[src/rtl/i2c_ctrl_defines.vh]
// Register offsets, field positions, reset values and the ninth-pulse count for the I2C control logic
`ifndef I2C_CTRL_DEFINES_VH
`define I2C_CTRL_DEFINES_VH

// ==========================================
// Register offsets
`define ADDR_BUS_CONTROL   4'h0
`define ADDR_BUS_STATUS    4'h1
`define ADDR_BUS_FLAG      4'h2
`define ADDR_CLOCK_SELECT  4'h3
`define ADDR_LINE_EVENT    4'h4

// ==========================================
// Control register fields
`define BIT_INTERFACE_ENABLE   7
`define BIT_LEAVE_COMM         6
`define BIT_WAIT_RELEASE       5
`define BIT_STOP_IRQ_ENABLE    4
`define BIT_WAIT_TIMING        3
`define BIT_ACK_ENABLE         2
`define BIT_START_TRIGGER      1
`define BIT_STOP_TRIGGER       0

// ==========================================
// Status register fields
`define BIT_MASTER_STATE       7
`define BIT_EXTENSION_CODE     6
`define BIT_ADDRESS_MATCH      5
`define BIT_TRANSMIT_DIR       4
`define BIT_ACK_DETECTED       3
`define BIT_START_DETECTED     2
`define BIT_STOP_DETECTED      1

// ==========================================
// Flag and clock select register fields
`define BIT_START_CLEAR        7
`define BIT_BUS_BUSY           6
`define BIT_CLOCK_LEVEL        5
`define BIT_DATA_LEVEL         4

// ==========================================
// Reset values
`define RST_BUS_CONTROL        8'h00
`define RST_BUS_STATUS         8'h00
`define RST_BYTE               8'h00

// ==========================================
// Clock-edge count of the ninth pulse
`define NINTH_CLOCK_COUNT      4'h9

`endif

[src/rtl/i2c_line_sync.v]
// Two-stage synchroniser for the two bus lines
`timescale 1ns/1ps
module i2c_line_sync (
   // Clock and reset
   input  wire       mclk_i,
   input  wire       rst_i,
   // Raw and synchronised lines
   input  wire [1:0] line_i,
   output wire [1:0] line_o
);
   reg [1:0] stage1_reg;
   reg [1:0] stage2_reg;

   // ==========================================
   // Synchroniser stages, idle lines high
   always @(posedge mclk_i or posedge rst_i) begin
      if (rst_i) begin
         stage1_reg <= 2'h3;
         stage2_reg <= 2'h3;
      end else begin
         stage1_reg <= line_i;
         stage2_reg <= stage1_reg;
      end
   end

   assign line_o = stage2_reg;
endmodule // i2c_line_sync

[src/rtl/i2c_cond_detect.v]
// Start/stop condition and clock edge detector on synchronised lines
`timescale 1ns/1ps
module i2c_cond_detect (
   // Clock and reset
   input  wire mclk_i,
   input  wire rst_i,
   // Synchronised lines and enable
   input  wire scl_i,
   input  wire sda_i,
   input  wire enable_i,
   // Events
   output wire start_o,
   output wire stop_o,
   output wire scl_rise_o,
   output wire scl_fall_o,
   output wire en_start_o
);
   reg scl_q_reg;
   reg sda_q_reg;
   reg en_q_reg;

   // ==========================================
   // Delayed copies for edge detection
   always @(posedge mclk_i or posedge rst_i) begin
      if (rst_i) begin
         scl_q_reg <= 1'b1;
         sda_q_reg <= 1'b1;
         en_q_reg  <= 1'b0;
      end else begin
         scl_q_reg <= scl_i;
         sda_q_reg <= sda_i;
         en_q_reg  <= enable_i;
      end
   end

   // Conditions are data edges while the clock is high
   assign start_o    = scl_i & scl_q_reg & sda_q_reg & ~sda_i;
   assign stop_o     = scl_i & scl_q_reg & ~sda_q_reg & sda_i;
   assign scl_rise_o = scl_i & ~scl_q_reg;
   assign scl_fall_o = ~scl_i & scl_q_reg;
   // Enable while clock high and data low counts as a start
   assign en_start_o = enable_i & ~en_q_reg & scl_i & ~sda_i;
endmodule // i2c_cond_detect

[src/rtl/i2c_control_register_logic.v]
// I2C control register logic: enable, leave communication, wait release
//
// Design decisions made here: the placing of the registers and the plain strobed port.
`timescale 1ns/1ps
`include "i2c_ctrl_defines.vh"

// Functional notes
// - With the enable bit at 0 all internal operation except line event capture stops and the status register is reset.
// - Clearing the enable bit also resets start-clear, bus-busy, clock-level and data-level bits.
// - Writing 1 to leave-communication abandons the transfer, enters standby, releases both lines, self-clears.
// - Leaving communication clears start, stop, master, extension, match, direction, ack and start flags.
// - Standby lasts until a stop condition or an address match or extension code after a start.
// - Writing 1 to wait-release cancels the current wait and the bit self-clears once released.
// - Wait release at the ninth clock while transmitting releases data and clears transmit direction.
// - Leave-communication and wait-release have no effect while the enable bit is 0.
// - Enabling while clock is high and data is low detects a start condition at once.
module i2c_control_register_logic (
   // Clock and reset
   input  wire       mclk_i,
   input  wire       rst_i,
   // Register port
   input  wire [3:0] addr_i,
   input  wire [7:0] wdata_i,
   input  wire       wr_i,
   input  wire       rd_i,
   output reg  [7:0] rdata_o,
   // Serial clock line
   input  wire       scl_i,
   output wire       scl_o,
   output wire       scl_oe_o,
   // Serial data line
   input  wire       sda_i,
   output wire       sda_o,
   output wire       sda_oe_o,
   // Status inputs from the protocol engine
   input  wire       addr_match_i,
   input  wire       ext_code_i,
   input  wire       ack_seen_i,
   input  wire       tx_dir_set_i,
   input  wire       master_set_i,
   input  wire       wait_hold_i,
   // Block state
   output wire       standby_o,
   output wire       waiting_o
);
   // ==========================================
   // State machine encodings
   localparam ST_IDLE    = 3'b001;
   localparam ST_ACTIVE  = 3'b010;
   localparam ST_STANDBY = 3'b100;

   // ==========================================
   // Declarations
   reg  [7:0] ctrl_reg;
   reg  [7:0] status_reg;
   reg        start_clear_reg;
   reg        bus_busy_reg;
   reg        clock_level_reg;
   reg        data_level_reg;
   reg  [2:0] state_reg;
   reg  [2:0] state_next;
   reg  [3:0] clk_cnt_reg;
   reg        wait_reg;
   reg        scl_hold_reg;
   reg        sda_drive_low_reg;
   reg  [1:0] event_reg;
   wire [1:0] lines_sync;
   wire       scl_s;
   wire       sda_s;
   wire       start_ev;
   wire       stop_ev;
   wire       scl_rise;
   wire       scl_fall;
   wire       en_start;
   wire       enabled;
   wire       ctrl_wr;
   wire       leave_go;
   wire       release_go;
   wire       ninth_wait;

   // Decode a register write at a given offset
   function wr_hit;
      input [3:0] a;
      input [3:0] target;
      input       strobe;
      begin
         wr_hit = strobe & (a == target);
      end
   endfunction

   // ==========================================
   // Line synchroniser and condition detector
   i2c_line_sync u_sync (
      .mclk_i (mclk_i),
      .rst_i  (rst_i),
      .line_i ({scl_i, sda_i}),
      .line_o (lines_sync)
   );

   assign scl_s = lines_sync[1];
   assign sda_s = lines_sync[0];

   i2c_cond_detect u_det (
      .mclk_i     (mclk_i),
      .rst_i      (rst_i),
      .scl_i      (scl_s),
      .sda_i      (sda_s),
      .enable_i   (enabled),
      .start_o    (start_ev),
      .stop_o     (stop_ev),
      .scl_rise_o (scl_rise),
      .scl_fall_o (scl_fall),
      .en_start_o (en_start)
   );

   // ==========================================
   // Request decode
   assign enabled    = ctrl_reg[`BIT_INTERFACE_ENABLE];
   assign ctrl_wr    = wr_hit(addr_i, `ADDR_BUS_CONTROL, wr_i);
   assign leave_go   = enabled & ctrl_reg[`BIT_LEAVE_COMM];
   assign release_go = enabled & ctrl_reg[`BIT_WAIT_RELEASE] & wait_reg;
   assign ninth_wait = wait_reg & (clk_cnt_reg == `NINTH_CLOCK_COUNT);

   // ==========================================
   // Control register with self-clearing request bits
   always @(posedge mclk_i or posedge rst_i) begin
      if (rst_i) begin
         ctrl_reg <= `RST_BUS_CONTROL;
      end else if (ctrl_wr) begin
         ctrl_reg <= wdata_i;
         if (!wdata_i[`BIT_INTERFACE_ENABLE]) begin
            ctrl_reg[`BIT_LEAVE_COMM]   <= 1'b0;
            ctrl_reg[`BIT_WAIT_RELEASE] <= 1'b0;
         end
      end else begin
         if (leave_go) begin
            ctrl_reg[`BIT_LEAVE_COMM]    <= 1'b0;
            ctrl_reg[`BIT_START_TRIGGER] <= 1'b0;
            ctrl_reg[`BIT_STOP_TRIGGER]  <= 1'b0;
         end
         if (release_go) begin
            ctrl_reg[`BIT_WAIT_RELEASE] <= 1'b0;
         end
         if (!enabled) begin
            ctrl_reg[`BIT_LEAVE_COMM]   <= 1'b0;
            ctrl_reg[`BIT_WAIT_RELEASE] <= 1'b0;
         end
      end
   end

   // ==========================================
   // Communication state machine
   always @* begin
      state_next = state_reg;
      case (state_reg)
         ST_IDLE: begin
            if (enabled) begin
               state_next = leave_go ? ST_STANDBY : ST_ACTIVE;
            end
         end
         ST_ACTIVE: begin
            if (!enabled) begin
               state_next = ST_IDLE;
            end else if (leave_go) begin
               state_next = ST_STANDBY;
            end
         end
         ST_STANDBY: begin
            if (!enabled) begin
               state_next = ST_IDLE;
            end else if (stop_ev || addr_match_i || ext_code_i) begin
               state_next = ST_ACTIVE;
            end
         end
         default: begin
            state_next = ST_IDLE;
         end
      endcase
   end

   always @(posedge mclk_i or posedge rst_i) begin
      if (rst_i) begin
         state_reg <= ST_IDLE;
      end else begin
         state_reg <= state_next;
      end
   end

   // ==========================================
   // Clock pulse counter and wait tracking
   always @(posedge mclk_i or posedge rst_i) begin
      if (rst_i) begin
         clk_cnt_reg <= 4'h0;
         wait_reg    <= 1'b0;
      end else if (!enabled || leave_go || start_ev) begin
         clk_cnt_reg <= 4'h0;
         wait_reg    <= 1'b0;
      end else begin
         if (scl_rise && state_reg == ST_ACTIVE) begin
            clk_cnt_reg <= (clk_cnt_reg == `NINTH_CLOCK_COUNT) ? 4'h1 : clk_cnt_reg + 4'h1;
         end
         if (release_go) begin
            wait_reg <= 1'b0;
         end else if (wait_hold_i && scl_fall && state_reg == ST_ACTIVE) begin
            wait_reg <= 1'b1;
         end
      end
   end

   // ==========================================
   // Status register
   always @(posedge mclk_i or posedge rst_i) begin
      if (rst_i) begin
         status_reg <= `RST_BUS_STATUS;
      end else if (!enabled) begin
         status_reg <= `RST_BUS_STATUS;
      end else if (leave_go) begin
         status_reg[`BIT_MASTER_STATE]   <= 1'b0;
         status_reg[`BIT_EXTENSION_CODE] <= 1'b0;
         status_reg[`BIT_ADDRESS_MATCH]  <= 1'b0;
         status_reg[`BIT_TRANSMIT_DIR]   <= 1'b0;
         status_reg[`BIT_ACK_DETECTED]   <= 1'b0;
         status_reg[`BIT_START_DETECTED] <= 1'b0;
      end else begin
         if (start_ev || en_start) begin
            status_reg[`BIT_START_DETECTED] <= 1'b1;
         end
         if (stop_ev) begin
            status_reg[`BIT_STOP_DETECTED] <= 1'b1;
         end
         if (state_reg == ST_ACTIVE) begin
            if (addr_match_i) begin
               status_reg[`BIT_ADDRESS_MATCH] <= 1'b1;
            end
            if (ext_code_i) begin
               status_reg[`BIT_EXTENSION_CODE] <= 1'b1;
            end
            if (ack_seen_i) begin
               status_reg[`BIT_ACK_DETECTED] <= 1'b1;
            end
            if (master_set_i) begin
               status_reg[`BIT_MASTER_STATE] <= 1'b1;
            end
         end
         if (release_go && ninth_wait && status_reg[`BIT_TRANSMIT_DIR]) begin
            status_reg[`BIT_TRANSMIT_DIR] <= 1'b0;
         end else if (tx_dir_set_i && state_reg == ST_ACTIVE) begin
            status_reg[`BIT_TRANSMIT_DIR] <= 1'b1;
         end
      end
   end

   // ==========================================
   // Flag and clock select bits
   always @(posedge mclk_i or posedge rst_i) begin
      if (rst_i) begin
         start_clear_reg <= 1'b0;
         bus_busy_reg    <= 1'b0;
         clock_level_reg <= 1'b0;
         data_level_reg  <= 1'b0;
      end else if (!enabled) begin
         start_clear_reg <= 1'b0;
         bus_busy_reg    <= 1'b0;
         clock_level_reg <= 1'b0;
         data_level_reg  <= 1'b0;
      end else begin
         clock_level_reg <= scl_s;
         data_level_reg  <= sda_s;
         if (start_ev || en_start) begin
            bus_busy_reg <= 1'b1;
         end else if (stop_ev) begin
            bus_busy_reg <= 1'b0;
         end
         if (ctrl_wr && wdata_i[`BIT_START_TRIGGER] && bus_busy_reg) begin
            start_clear_reg <= 1'b1;
         end
      end
   end

   // ==========================================
   // Line drivers, open drain
   always @(posedge mclk_i or posedge rst_i) begin
      if (rst_i) begin
         scl_hold_reg      <= 1'b0;
         sda_drive_low_reg <= 1'b0;
      end else if (!enabled || leave_go || state_reg != ST_ACTIVE) begin
         scl_hold_reg      <= 1'b0;
         sda_drive_low_reg <= 1'b0;
      end else begin
         scl_hold_reg <= wait_reg & ~release_go;
         if (release_go && ninth_wait && status_reg[`BIT_TRANSMIT_DIR]) begin
            sda_drive_low_reg <= 1'b0;
         end
      end
   end

   assign scl_o    = 1'b0;
   assign scl_oe_o = scl_hold_reg;
   assign sda_o    = 1'b0;
   assign sda_oe_o = sda_drive_low_reg;

   // ==========================================
   // Line event capture, cleared by a write to the line event register
   always @(posedge mclk_i or posedge rst_i) begin
      if (rst_i) begin
         event_reg <= 2'h0;
      end else begin
         event_reg[1] <= start_ev | en_start | (event_reg[1] & ~wr_hit(addr_i, `ADDR_LINE_EVENT, wr_i));
         event_reg[0] <= stop_ev | (event_reg[0] & ~wr_hit(addr_i, `ADDR_LINE_EVENT, wr_i));
      end
   end

   // ==========================================
   // Read data, one cycle after the strobe
   always @(posedge mclk_i or posedge rst_i) begin
      if (rst_i) begin
         rdata_o    <= `RST_BYTE;
      end else begin
         if (rd_i) begin
            case (addr_i)
               `ADDR_BUS_CONTROL:  rdata_o <= ctrl_reg;
               `ADDR_BUS_STATUS:   rdata_o <= status_reg;
               `ADDR_BUS_FLAG:     rdata_o <= {start_clear_reg, bus_busy_reg, 6'h00};
               `ADDR_CLOCK_SELECT: rdata_o <= {2'h0, clock_level_reg, data_level_reg, 4'h0};
               `ADDR_LINE_EVENT:   rdata_o <= {6'h00, event_reg};
               default:            rdata_o <= `RST_BYTE;
            endcase
         end else begin
            rdata_o <= `RST_BYTE;
         end
      end
   end

   // ==========================================
   // State outputs
   assign standby_o = state_reg[2];
   assign waiting_o = wait_reg;
endmodule // i2c_control_register_logic

[config.mk]
export PLATFORM = sky130hd
export DESIGN_NAME = i2c_control_register_logic
export DESIGN_NICKNAME = d
export VERILOG_FILES = /design/src/rtl/i2c_line_sync.v /design/src/rtl/i2c_cond_detect.v /design/src/rtl/i2c_control_register_logic.v
export VERILOG_INCLUDE_DIRS = /design/src /design/src/rtl
export SDC_FILE = /design/constraint.sdc
export NUM_CORES = 1
export LEC_CHECK = 0
export ABC_AREA = 1
export BUFFER_PORTS_ARGS = -buffer_cell sky130_fd_sc_hd__buf_2
export CORE_MARGIN = 4
export CORE_UTILIZATION = 49
export CTS_CLUSTER_DIAMETER = 200
export DETAILED_ROUTE_END_ITERATION = 12
export GPL_ROUTABILITY_DRIVEN = 0
export HOLD_SLACK_MARGIN = 0.02
export PLACE_DENSITY = 0.83
export SYNTH_ARGS = -nofsm -noshare
export SYNTH_HDL_FRONTEND = slang
export SYNTH_SLANG_ARGS = --single-unit
[constraint.sdc]
create_clock -name mclk_i -period 1.1 [get_ports mclk_i]
set_input_delay 0.055 -clock mclk_i [delete_from_list [all_inputs] [get_ports mclk_i]]
set_output_delay 0.055 -clock mclk_i [all_outputs]
set_load 0.02 [all_outputs]
==> impl_metrics.ini, run 1 <==
[clocking]
cts_root_buf = clkbuf_8
clockBufferDepth = 2
path_clk_slew_ns = 0.09
htree_num_levels = 2
cts.sinks = 45
numCtsBuffers = 5
cts_tree = yes
worstSkewPairLatency_ns = 0.31

[hold_path]
hold_class = in -> reg

[sta]
hold_viol_final = 0
min_period_ns = 1.25
setup_tns_ns = -1.19
fin_worst_skew_ns = 0.00889
rsz0062_at_grt = yes
drv_slew = 0
setup_violations = 15
setup_ws_ns = -0.146
timing.final.crit_share_pct = 113
fmaxAchievable_ghz = 0.803

[cells_and_area]
syn_to_final_growth_pct = 37.5
final_cell_mix = nand2_1 (55), dfrtp_1 (36), buf_2 (34)
n_antenna_cell = 0
fillers = 307
layout-drive-gt1-share_pct = 38.3
fin_area_mm2 = 0.00289
nets = 349
final_common_cell = nand2_1

[drt]
drtIter0Drc = 260
dr.pass1.iters = 4
via_per_inst = 5.16
routed_wl_um = 5160
wl_per_cell_um = 13.8
num_vias = 1929
final_antenna_net_count = 0
route.detailed.drc = 0

[placed_design]
place_ws_ns = -0.148
dp_hpwl_um = 3420
placedInstanceArea_mm2 = 0.00245
io_buffers = 34

[outcome]
outcome = finished with violations
violations = setup timing

[pwr]
power_leakage_nw = 1.52
ir_drop_mv = 1.04
power.density_mw_per_mm2 = 1470
power_w = 0.00426

[floorplan]
coreArea_mm2 = 0.00409
rows = 23
dieArea_mm2 = 0.00540
fp.dieW_um = 73.5
die_h_um = 73.5
start_util_pct = 51.4
top_level_ports = 38

[worst_setup_path]
cp_slowest_cell = dfstp_2
required_ns = 1.34
crit_path_frequent_cell = nand2_1
worst_setup_path_start_kind = flip-flop
worstSetupPathType = reg -> reg
crit_path_max_incr_delay_ns = 0.58
path_max_fanout = 6
cp_cell_sequence = nand2_1 > nor2_4 > inv_1 > nor2_4 > nand2_1 > nand2_1
arrival_ns = 1.49
end_kind = flip-flop

[grt]
busiest_layer = met2
overflow = 0
grt_pass1_wl_um = 8540
grt_util_met2_pct = 34.7
grt_max_degree = 32
grt_pass1_vias = 1865
gr-usage-met3_pct = 4.92
grt_usage_pct = 20.7
grt_antenna_before_repair = 0
gr-usage-met1_pct = 26.3

[yosys]
yosys_register_bits = 45
synth_top_flop_cell = dfrtp_1
synth_area_mm2 = 0.00210
synth_cells = 246
yosys_warnings = 0
async_flop_share_pct = 100
avgSynthCellArea_um2 = 8.54
yosysSeqAreaShare_pct = 54.0
synth-edff-count = 0
synth.distinct_cells = 25

[flow_run]
max_cap_viol_count = 0
## cells by family after synthesis
family | share of synthesized area, %
other | 0.178
buffers and inverters | 9.11
AO/OA/AOI/OAI | 5.42
flip-flops | 54.0
AND/OR/NAND/NOR | 30.1
adder cells (fa/ha/maj) | 1.19
## worst max-delay path: cells and delay by family, from the launching register on
family / cells / cell delay (ns)
and+or+nand+nor: 5 / 0.52
buffers and inverters: 1 / 0.10
DFF: 1 / 0.58
## report_power, final
group          total [W]  internal (W)  switching (W)
logic            0.00122      0.000545       0.000679
clock network    0.00100      0.000438       0.000565
registers        0.00203       0.00186       0.000166
## per-stage QoR
step                std cells  hold WS (ns)  utilization, %
global route              374        0.0304            70.7
floorplan                 248        0.0595               -
detailed placement        344        0.0428            60.0
finish                    374        0.0448            70.7
global placement          344        0.0436            60.0
CTS                       372        0.0239            68.8
## cells in the mapped netlist, types with 2 or more instances
cell,count,area (um^2)
nor2_4,3,33.8
buf_6,2,22.5
o21ai_0,6,30.0
a22o_1,2,17.5
buf_4,4,30.0
a21oi_1,7,35.0
nand2_1,68,255
ha_1,2,25.0
nand4_1,17,106
inv_1,33,124
inv_2,4,15.0
o21a_1,2,15.0
nor2_1,26,97.6
nand3_1,16,80.1
dfstp_2,7,184
dfrtp_1,38,951
## final timing paths
kind                                              end                            from  cells after the start  slack [ns]
setup / recovery           clk_cnt_reg[3]$_DFFE_PP0P_      u_sync.line_o[1]$_DFF_PP1_                      6       -0.15
hold / removal              status_reg[5]$_DFFE_PP0P_                    addr_match_i                      3        0.04
setup reg to reg           clk_cnt_reg[3]$_DFFE_PP0P_      u_sync.line_o[1]$_DFF_PP1_                      6       -0.15
hold reg to reg            u_sync.line_o[0]$_DFF_PP1_  u_sync.stage1_reg[0]$_DFF_PP1_                      0        0.36
max in group asynchronous    state_reg[2]$_DFFE_PP0P_                           rst_i                      4        0.38
min in group asynchronous     ctrl_reg[4]$_DFFE_PP0P_                           rst_i                      3        0.25
## layer usage
layer | vias up | share of wire (%) | wire length (um)
li1 | 929 | - | -
met2 | 69 | 52 | 2700
met1 | 924 | 41 | 2120
met4 | 0 | 1.2 | 62
met5 | - | 0 | 0
met3 | 7 | 5.3 | 271
## what timing repair did
action	4_1_cts	5_1_grt
pin swaps	9	19
hold buffers	15	0
resized for setup	28	25
endpoints found under the setup margin	14	18
endpoints found under the hold margin	64	0
setup buffers	5	3
cloned	0	0
## area by class of cell
class	count	area, um^2	share of cell area, %
Timing Repair Buffer	74	543	18.8
Sequential cell	45	1140	39.4
Clock buffer	5	68.8	2.38
Inverter	37	148	5.11
Clock inverter	3	17.5	0.606
Tap cell	50	62.6	2.16
Multi-Input combinational cell	160	913	31.6
Power figures use the tool's default switching activity.
==> run 2: changes to the inputs <==
--- a/config.mk
+++ b/config.mk
@@ -8,7 +8,7 @@
 export LEC_CHECK = 0
 export ABC_AREA = 1
 export BUFFER_PORTS_ARGS = -buffer_cell sky130_fd_sc_hd__buf_2
-export CORE_MARGIN = 4
+export CORE_MARGIN = 2
 export CORE_UTILIZATION = 49
 export CTS_CLUSTER_DIAMETER = 200
 export DETAILED_ROUTE_END_ITERATION = 12
==> run 2 against run 1 <==
Against the previous run:
- the run still ends with setup timing left
- clock power is 6% higher
- critical path depth is 1 lower
- global-route usage down 0.23 points
- first-iteration DRC count decreased by 52%
- power is 0.14% lower
- sequential share of layout area is 0.76 points higher
- worst setup slack got worse by 0.010 ns
- wire length down 4.4%
- largest power group unchanged
- highest routed layer unchanged
==> impl_metrics.ini, run 2 (same netlist as run 1, synthesis figures left out) <==
[cells_and_area]
fin_area_mm2 = 0.00284
n_antenna_cell = 0
syn_to_final_growth_pct = 34.9
nets = 347
layout-drive-gt1-share_pct = 36.0
final_common_cell = nand2_1
final_cell_mix = nand2_1 (59), dfrtp_1 (36), buf_2 (33)

[floorplan]
die_h_um = 69.5
start_util_pct = 51.8
rows = 23
fp.dieW_um = 69.5
top_level_ports = 38
coreArea_mm2 = 0.00406
dieArea_mm2 = 0.00483

[worst_setup_path]
path_max_fanout = 6
worstSetupPathType = reg -> reg
arrival_ns = 1.49
worst_setup_path_start_kind = flip-flop
end_kind = flip-flop
required_ns = 1.33

[sta]
fin_worst_skew_ns = 0.0109
fmaxAchievable_ghz = 0.796
timing.final.crit_share_pct = 114
drv_slew = 0
setup_tns_ns = -1.13
hold_viol_final = 0
rsz0062_at_grt = yes
setup_violations = 15
min_period_ns = 1.26
setup_ws_ns = -0.156

[drt]
wl_per_cell_um = 13.3
num_vias = 1870
routed_wl_um = 4930
route.detailed.drc = 0
dr.pass1.iters = 4
drtIter0Drc = 125
via_per_inst = 5.03
final_antenna_net_count = 0

[pwr]
p_sw_w = 0.00137
power.density_mw_per_mm2 = 1500
p_comb_share_pct = 27.0
switching_share_pct = 32.3
power_w = 0.00425
ir_drop_mv = 0.943
pwr-share-clk_pct = 25.0
power_leakage_nw = 1.50
seq_power_share_pct = 48.0
p_int_w = 0.00288

[clocking]
htree_num_levels = 2
worstSkewPairLatency_ns = 0.30
clockBufferDepth = 2
cts.sinks = 45
cts_tree = yes
cts_root_buf = clkbuf_8
numCtsBuffers = 5
path_clk_slew_ns = 0.09

[grt]
grt_pass1_wl_um = 7870
overflow = 0
grt_antenna_before_repair = 0
grt_max_degree = 31
grt_pass1_vias = 1784
grt_usage_pct = 20.5

[outcome]
outcome = finished with violations
violations = setup timing

[flow_run]
max_cap_viol_count = 0

[placed_design]
place_ws_ns = -0.114
io_buffers = 34
placedInstanceArea_mm2 = 0.00246
dp_hpwl_um = 3520

[hold_path]
hold_class = in -> reg
run 2: critical path, stage by stage (launching register included):
cell	delay (ns)
dfstp_2	0.60
nand4_1	0.18
buf_4	0.20
nand2_4	0.06
a21oi_1	0.05
nor2_1	0.10
run 2: layer usage:
metal / track usage, % / vias up / wire (um) / share of wire (%)
met5: 0 / - / 0 / 0
met4: 7.84 / 0 / 114 / 2.3
met3: 4.07 / 11 / 192 / 3.9
met2: 35.1 / 61 / 2510 / 51
met1: 25.5 / 878 / 2120 / 43
li1: - / 920 / - / -
run 2: final cells by class:
type	instances	area (um^2)
Fill cell	291	1220
Sequential cell	45	1140
Multi-Input combinational cell	160	880
Timing Repair Buffer	72	517
Inverter	37	145
Clock buffer	7	86.3
Tap cell	50	62.6
Clock inverter	1	7.51
run 2: final timing paths:
check                                                from                           to  slack (ns)  depth (start not counted)
min                                          tx_dir_set_i    status_reg[4]$_DFFE_PP0P_        0.02                          3
min in group asynchronous                           rst_i  start_clear_reg$_DFFE_PP0P_        0.27                          3
max reg2reg                    u_sync.line_o[1]$_DFF_PP1_     bus_busy_reg$_DFFE_PP0P_       -0.16                          5
max                            u_sync.line_o[1]$_DFF_PP1_     bus_busy_reg$_DFFE_PP0P_       -0.16                          5
max in group asynchronous                           rst_i     state_reg[2]$_DFFE_PP0P_        0.37                          4
min reg2reg                u_sync.stage1_reg[0]$_DFF_PP1_   u_sync.line_o[0]$_DFF_PP1_        0.36                          0
run 2: power groups by stage:
stage / logic, W / registers, W / clock network [W]
after floorplan: 0.000543 / 0.00201 / 0
after global placement: 0.000831 / 0.00203 / 0
after detailed placement: 0.000875 / 0.00203 / 0
after CTS: 0.00101 / 0.00201 / 0.00107
after global routing: 0.00127 / 0.00206 / 0.00113
final: 0.00115 / 0.00204 / 0.00106
run 2: through the flow:
stage          instances  utilization (%)  hold WS [ns]
3_5_place_dp         345             60.6        0.0539
3_3_place_gp         345             60.6        0.0532
6_report             372             69.9        0.0226
2_1_floorplan        248                -        0.0595
5_1_grt              372             69.9        0.0242
4_1_cts              370             67.9        0.0253
run 2: timing repair:
action                                  CTS  global route
pin swaps                                11             4
endpoints found under the setup margin   14            22
resized for setup                        15            25
buffers inserted                          3             2
hold buffers                             14             0
endpoints found under the hold margin    29             0
==> run 3: changes to the inputs <==
--- a/config.mk
+++ b/config.mk
@@ -9,12 +9,12 @@
 export ABC_AREA = 1
 export BUFFER_PORTS_ARGS = -buffer_cell sky130_fd_sc_hd__buf_2
 export CORE_MARGIN = 2
-export CORE_UTILIZATION = 49
+export CORE_UTILIZATION = 55
 export CTS_CLUSTER_DIAMETER = 200
 export DETAILED_ROUTE_END_ITERATION = 12
 export GPL_ROUTABILITY_DRIVEN = 0
 export HOLD_SLACK_MARGIN = 0.02
-export PLACE_DENSITY = 0.83
+export PLACE_DENSITY = 0.88
 export SYNTH_ARGS = -nofsm -noshare
 export SYNTH_HDL_FRONTEND = slang
 export SYNTH_SLANG_ARGS = --single-unit
==> constraint.sdc (replaced) <==
create_clock -name mclk_i -period 1.42 [get_ports mclk_i]
set_input_delay 0.071 -clock mclk_i [delete_from_list [all_inputs] [get_ports mclk_i]]
set_output_delay 0.071 -clock mclk_i [all_outputs]
set_load 0.02 [all_outputs]
==> run 3 against run 2 <==
Against the previous run:
- the run now ends clean
- clock-buffer cell count increased by 1
- combinational power decreased by 46%
- worst hold slack improved by 0.0078 ns
- flip-flop and latch count unchanged
- largest cell class unchanged
- largest power group unchanged
==> impl_metrics.ini, run 3 (same netlist as run 1, synthesis figures left out) <==
[outcome]
outcome = completed

[drt]
final_antenna_net_count = 0
route.detailed.drc = 0
dr.pass1.iters = 4
drtIter0Drc = 112
via_per_inst = 5.06
routed_wl_um = 4450
num_vias = 1767
wl_per_cell_um = 12.8

[sta]
setup_ws_ns = 0.159
min_period_ns = 1.26
fmaxAchievable_ghz = 0.793
drv_slew = 0
timing.final.crit_share_pct = 88.8
fin_hold_ws_ns = 0.0304
hold_viol_final = 0
setup_violations = 0
rsz0062_at_grt = no
fin_worst_skew_ns = 0.00984
setup_tns_ns = 0

[placed_design]
io_buffers = 34
dp_hpwl_um = 3290
place_ws_ns = 0.111
post-place-cells = 327
placedInstanceArea_mm2 = 0.00232

[floorplan]
die_h_um = 65.8
fp.dieW_um = 65.8
dieArea_mm2 = 0.00433
start_util_pct = 57.4
rows = 22
top_level_ports = 38
coreArea_mm2 = 0.00366

[clocking]
numCtsBuffers = 5
path_clk_slew_ns = 0.07
cts_root_buf = clkbuf_8
cts_tree = yes
worstSkewPairLatency_ns = 0.30
cts.sinks = 45
clockBufferDepth = 2
htree_num_levels = 2

[worst_setup_path]
arrival_ns = 1.47
required_ns = 1.63
worstSetupPathType = reg -> reg
end_kind = flip-flop
path_max_fanout = 5
r2r_slack_ns = 0.16
worst_setup_path_start_kind = flip-flop

[cells_and_area]
nets = 326
n_antenna_cell = 0
layout-drive-gt1-share_pct = 21.3
final_cell_mix = nand2_1 (68), dfrtp_1 (38), buf_2 (34)
instances_no_fill = 349
fin_area_mm2 = 0.00256
final_common_cell = nand2_1
syn_to_final_growth_pct = 21.7

[flow_run]
max_cap_viol_count = 0

[grt]
grt_max_degree = 46
overflow = 0
grt_pass1_vias = 1624
grt_antenna_before_repair = 0
grt_pass1_wl_um = 7340
grt_usage_pct = 23.1

[pwr]
power.density_mw_per_mm2 = 1160
ir_drop_mv = 1.28
power_leakage_nw = 1.39

[hold_path]
hold_class = in -> reg
run 3: changes by cell type in the layout (fill, tap and decap cells not counted), sizes merged:
cell / change
buf: -21
clkbuf: +1
clkinvlp: -2
inv: +1
run 3: path summary, 6_finish.rpt:
| path | from | cells after the start | to |
|---|---|---|---|
| setup / recovery | state_reg[0]$_DFFE_PP1P_ | 6 | state_reg[2]$_DFFE_PP0P_ |
| max in group asynchronous | rst_i | 4 | u_det.sda_q_reg$_DFF_PP1_ |
| hold / removal | wdata_i[7] | 3 | ctrl_reg[7]$_DFFE_PP0P_ |
| min in group asynchronous | rst_i | 4 | waiting_o$_DFFE_PP0P_ |
| hold reg to reg | u_sync.stage1_reg[0]$_DFF_PP1_ | 0 | u_sync.line_o[0]$_DFF_PP1_ |
| setup reg to reg | state_reg[0]$_DFFE_PP1P_ | 6 | state_reg[2]$_DFFE_PP0P_ |
run 3: cell type report:
class | instances | area [um^2]
Clock buffer | 8 | 90.1
Fill cell | 297 | 1100
Inverter | 37 | 139
Multi-Input combinational cell | 160 | 788
Sequential cell | 45 | 1130
Tap cell | 48 | 60.1
Timing Repair Buffer | 51 | 345
run 3: power by group:
part | switching, W | total [W] | leakage [nW] | internal [W]
clock | 0.000395 | 0.000792 | 0.0455 | 0.000397
sequential | 0.000113 | 0.00156 | 0.580 | 0.00144
combinational | 0.000389 | 0.000618 | 0.761 | 0.000228
run 3: metrics by stage:
stage | utilization [%] | total power [W]
3_5_place_dp | 63.4 | 0.00215
3_3_place_gp | 63.4 | 0.00212
2_1_floorplan | - | 0.00197
5_1_grt | 69.9 | 0.00313
4_1_cts | 69.7 | 0.00298
6_report | 69.9 | 0.00297
run 3: metal layers:
layer | global-route usage (%) | wire (um) | share of wire (%)
met1 | 29.5 | 1900 | 43
met2 | 38.0 | 2180 | 49
met3 | 4.77 | 239 | 5.4
met4 | 10.4 | 130 | 2.9
met5 | 0 | 0 | 0
run 3: worst max-delay path: stages, from the launching register on:
cell	delay, ns
dfstp_2	0.57
nor2_1	0.06
nand2_2	0.14
inv_2	0.09
nand2_1	0.11
nand2_1	0.05
o21ai_0	0.16
run 3: timing repair:
action / CTS / global route
setup buffers: 0 / 0
resized for setup: 0 / 2
setup endpoints to repair: 0 / 4
hold buffers: 14 / 0
hold endpoints to repair: 50 / 0
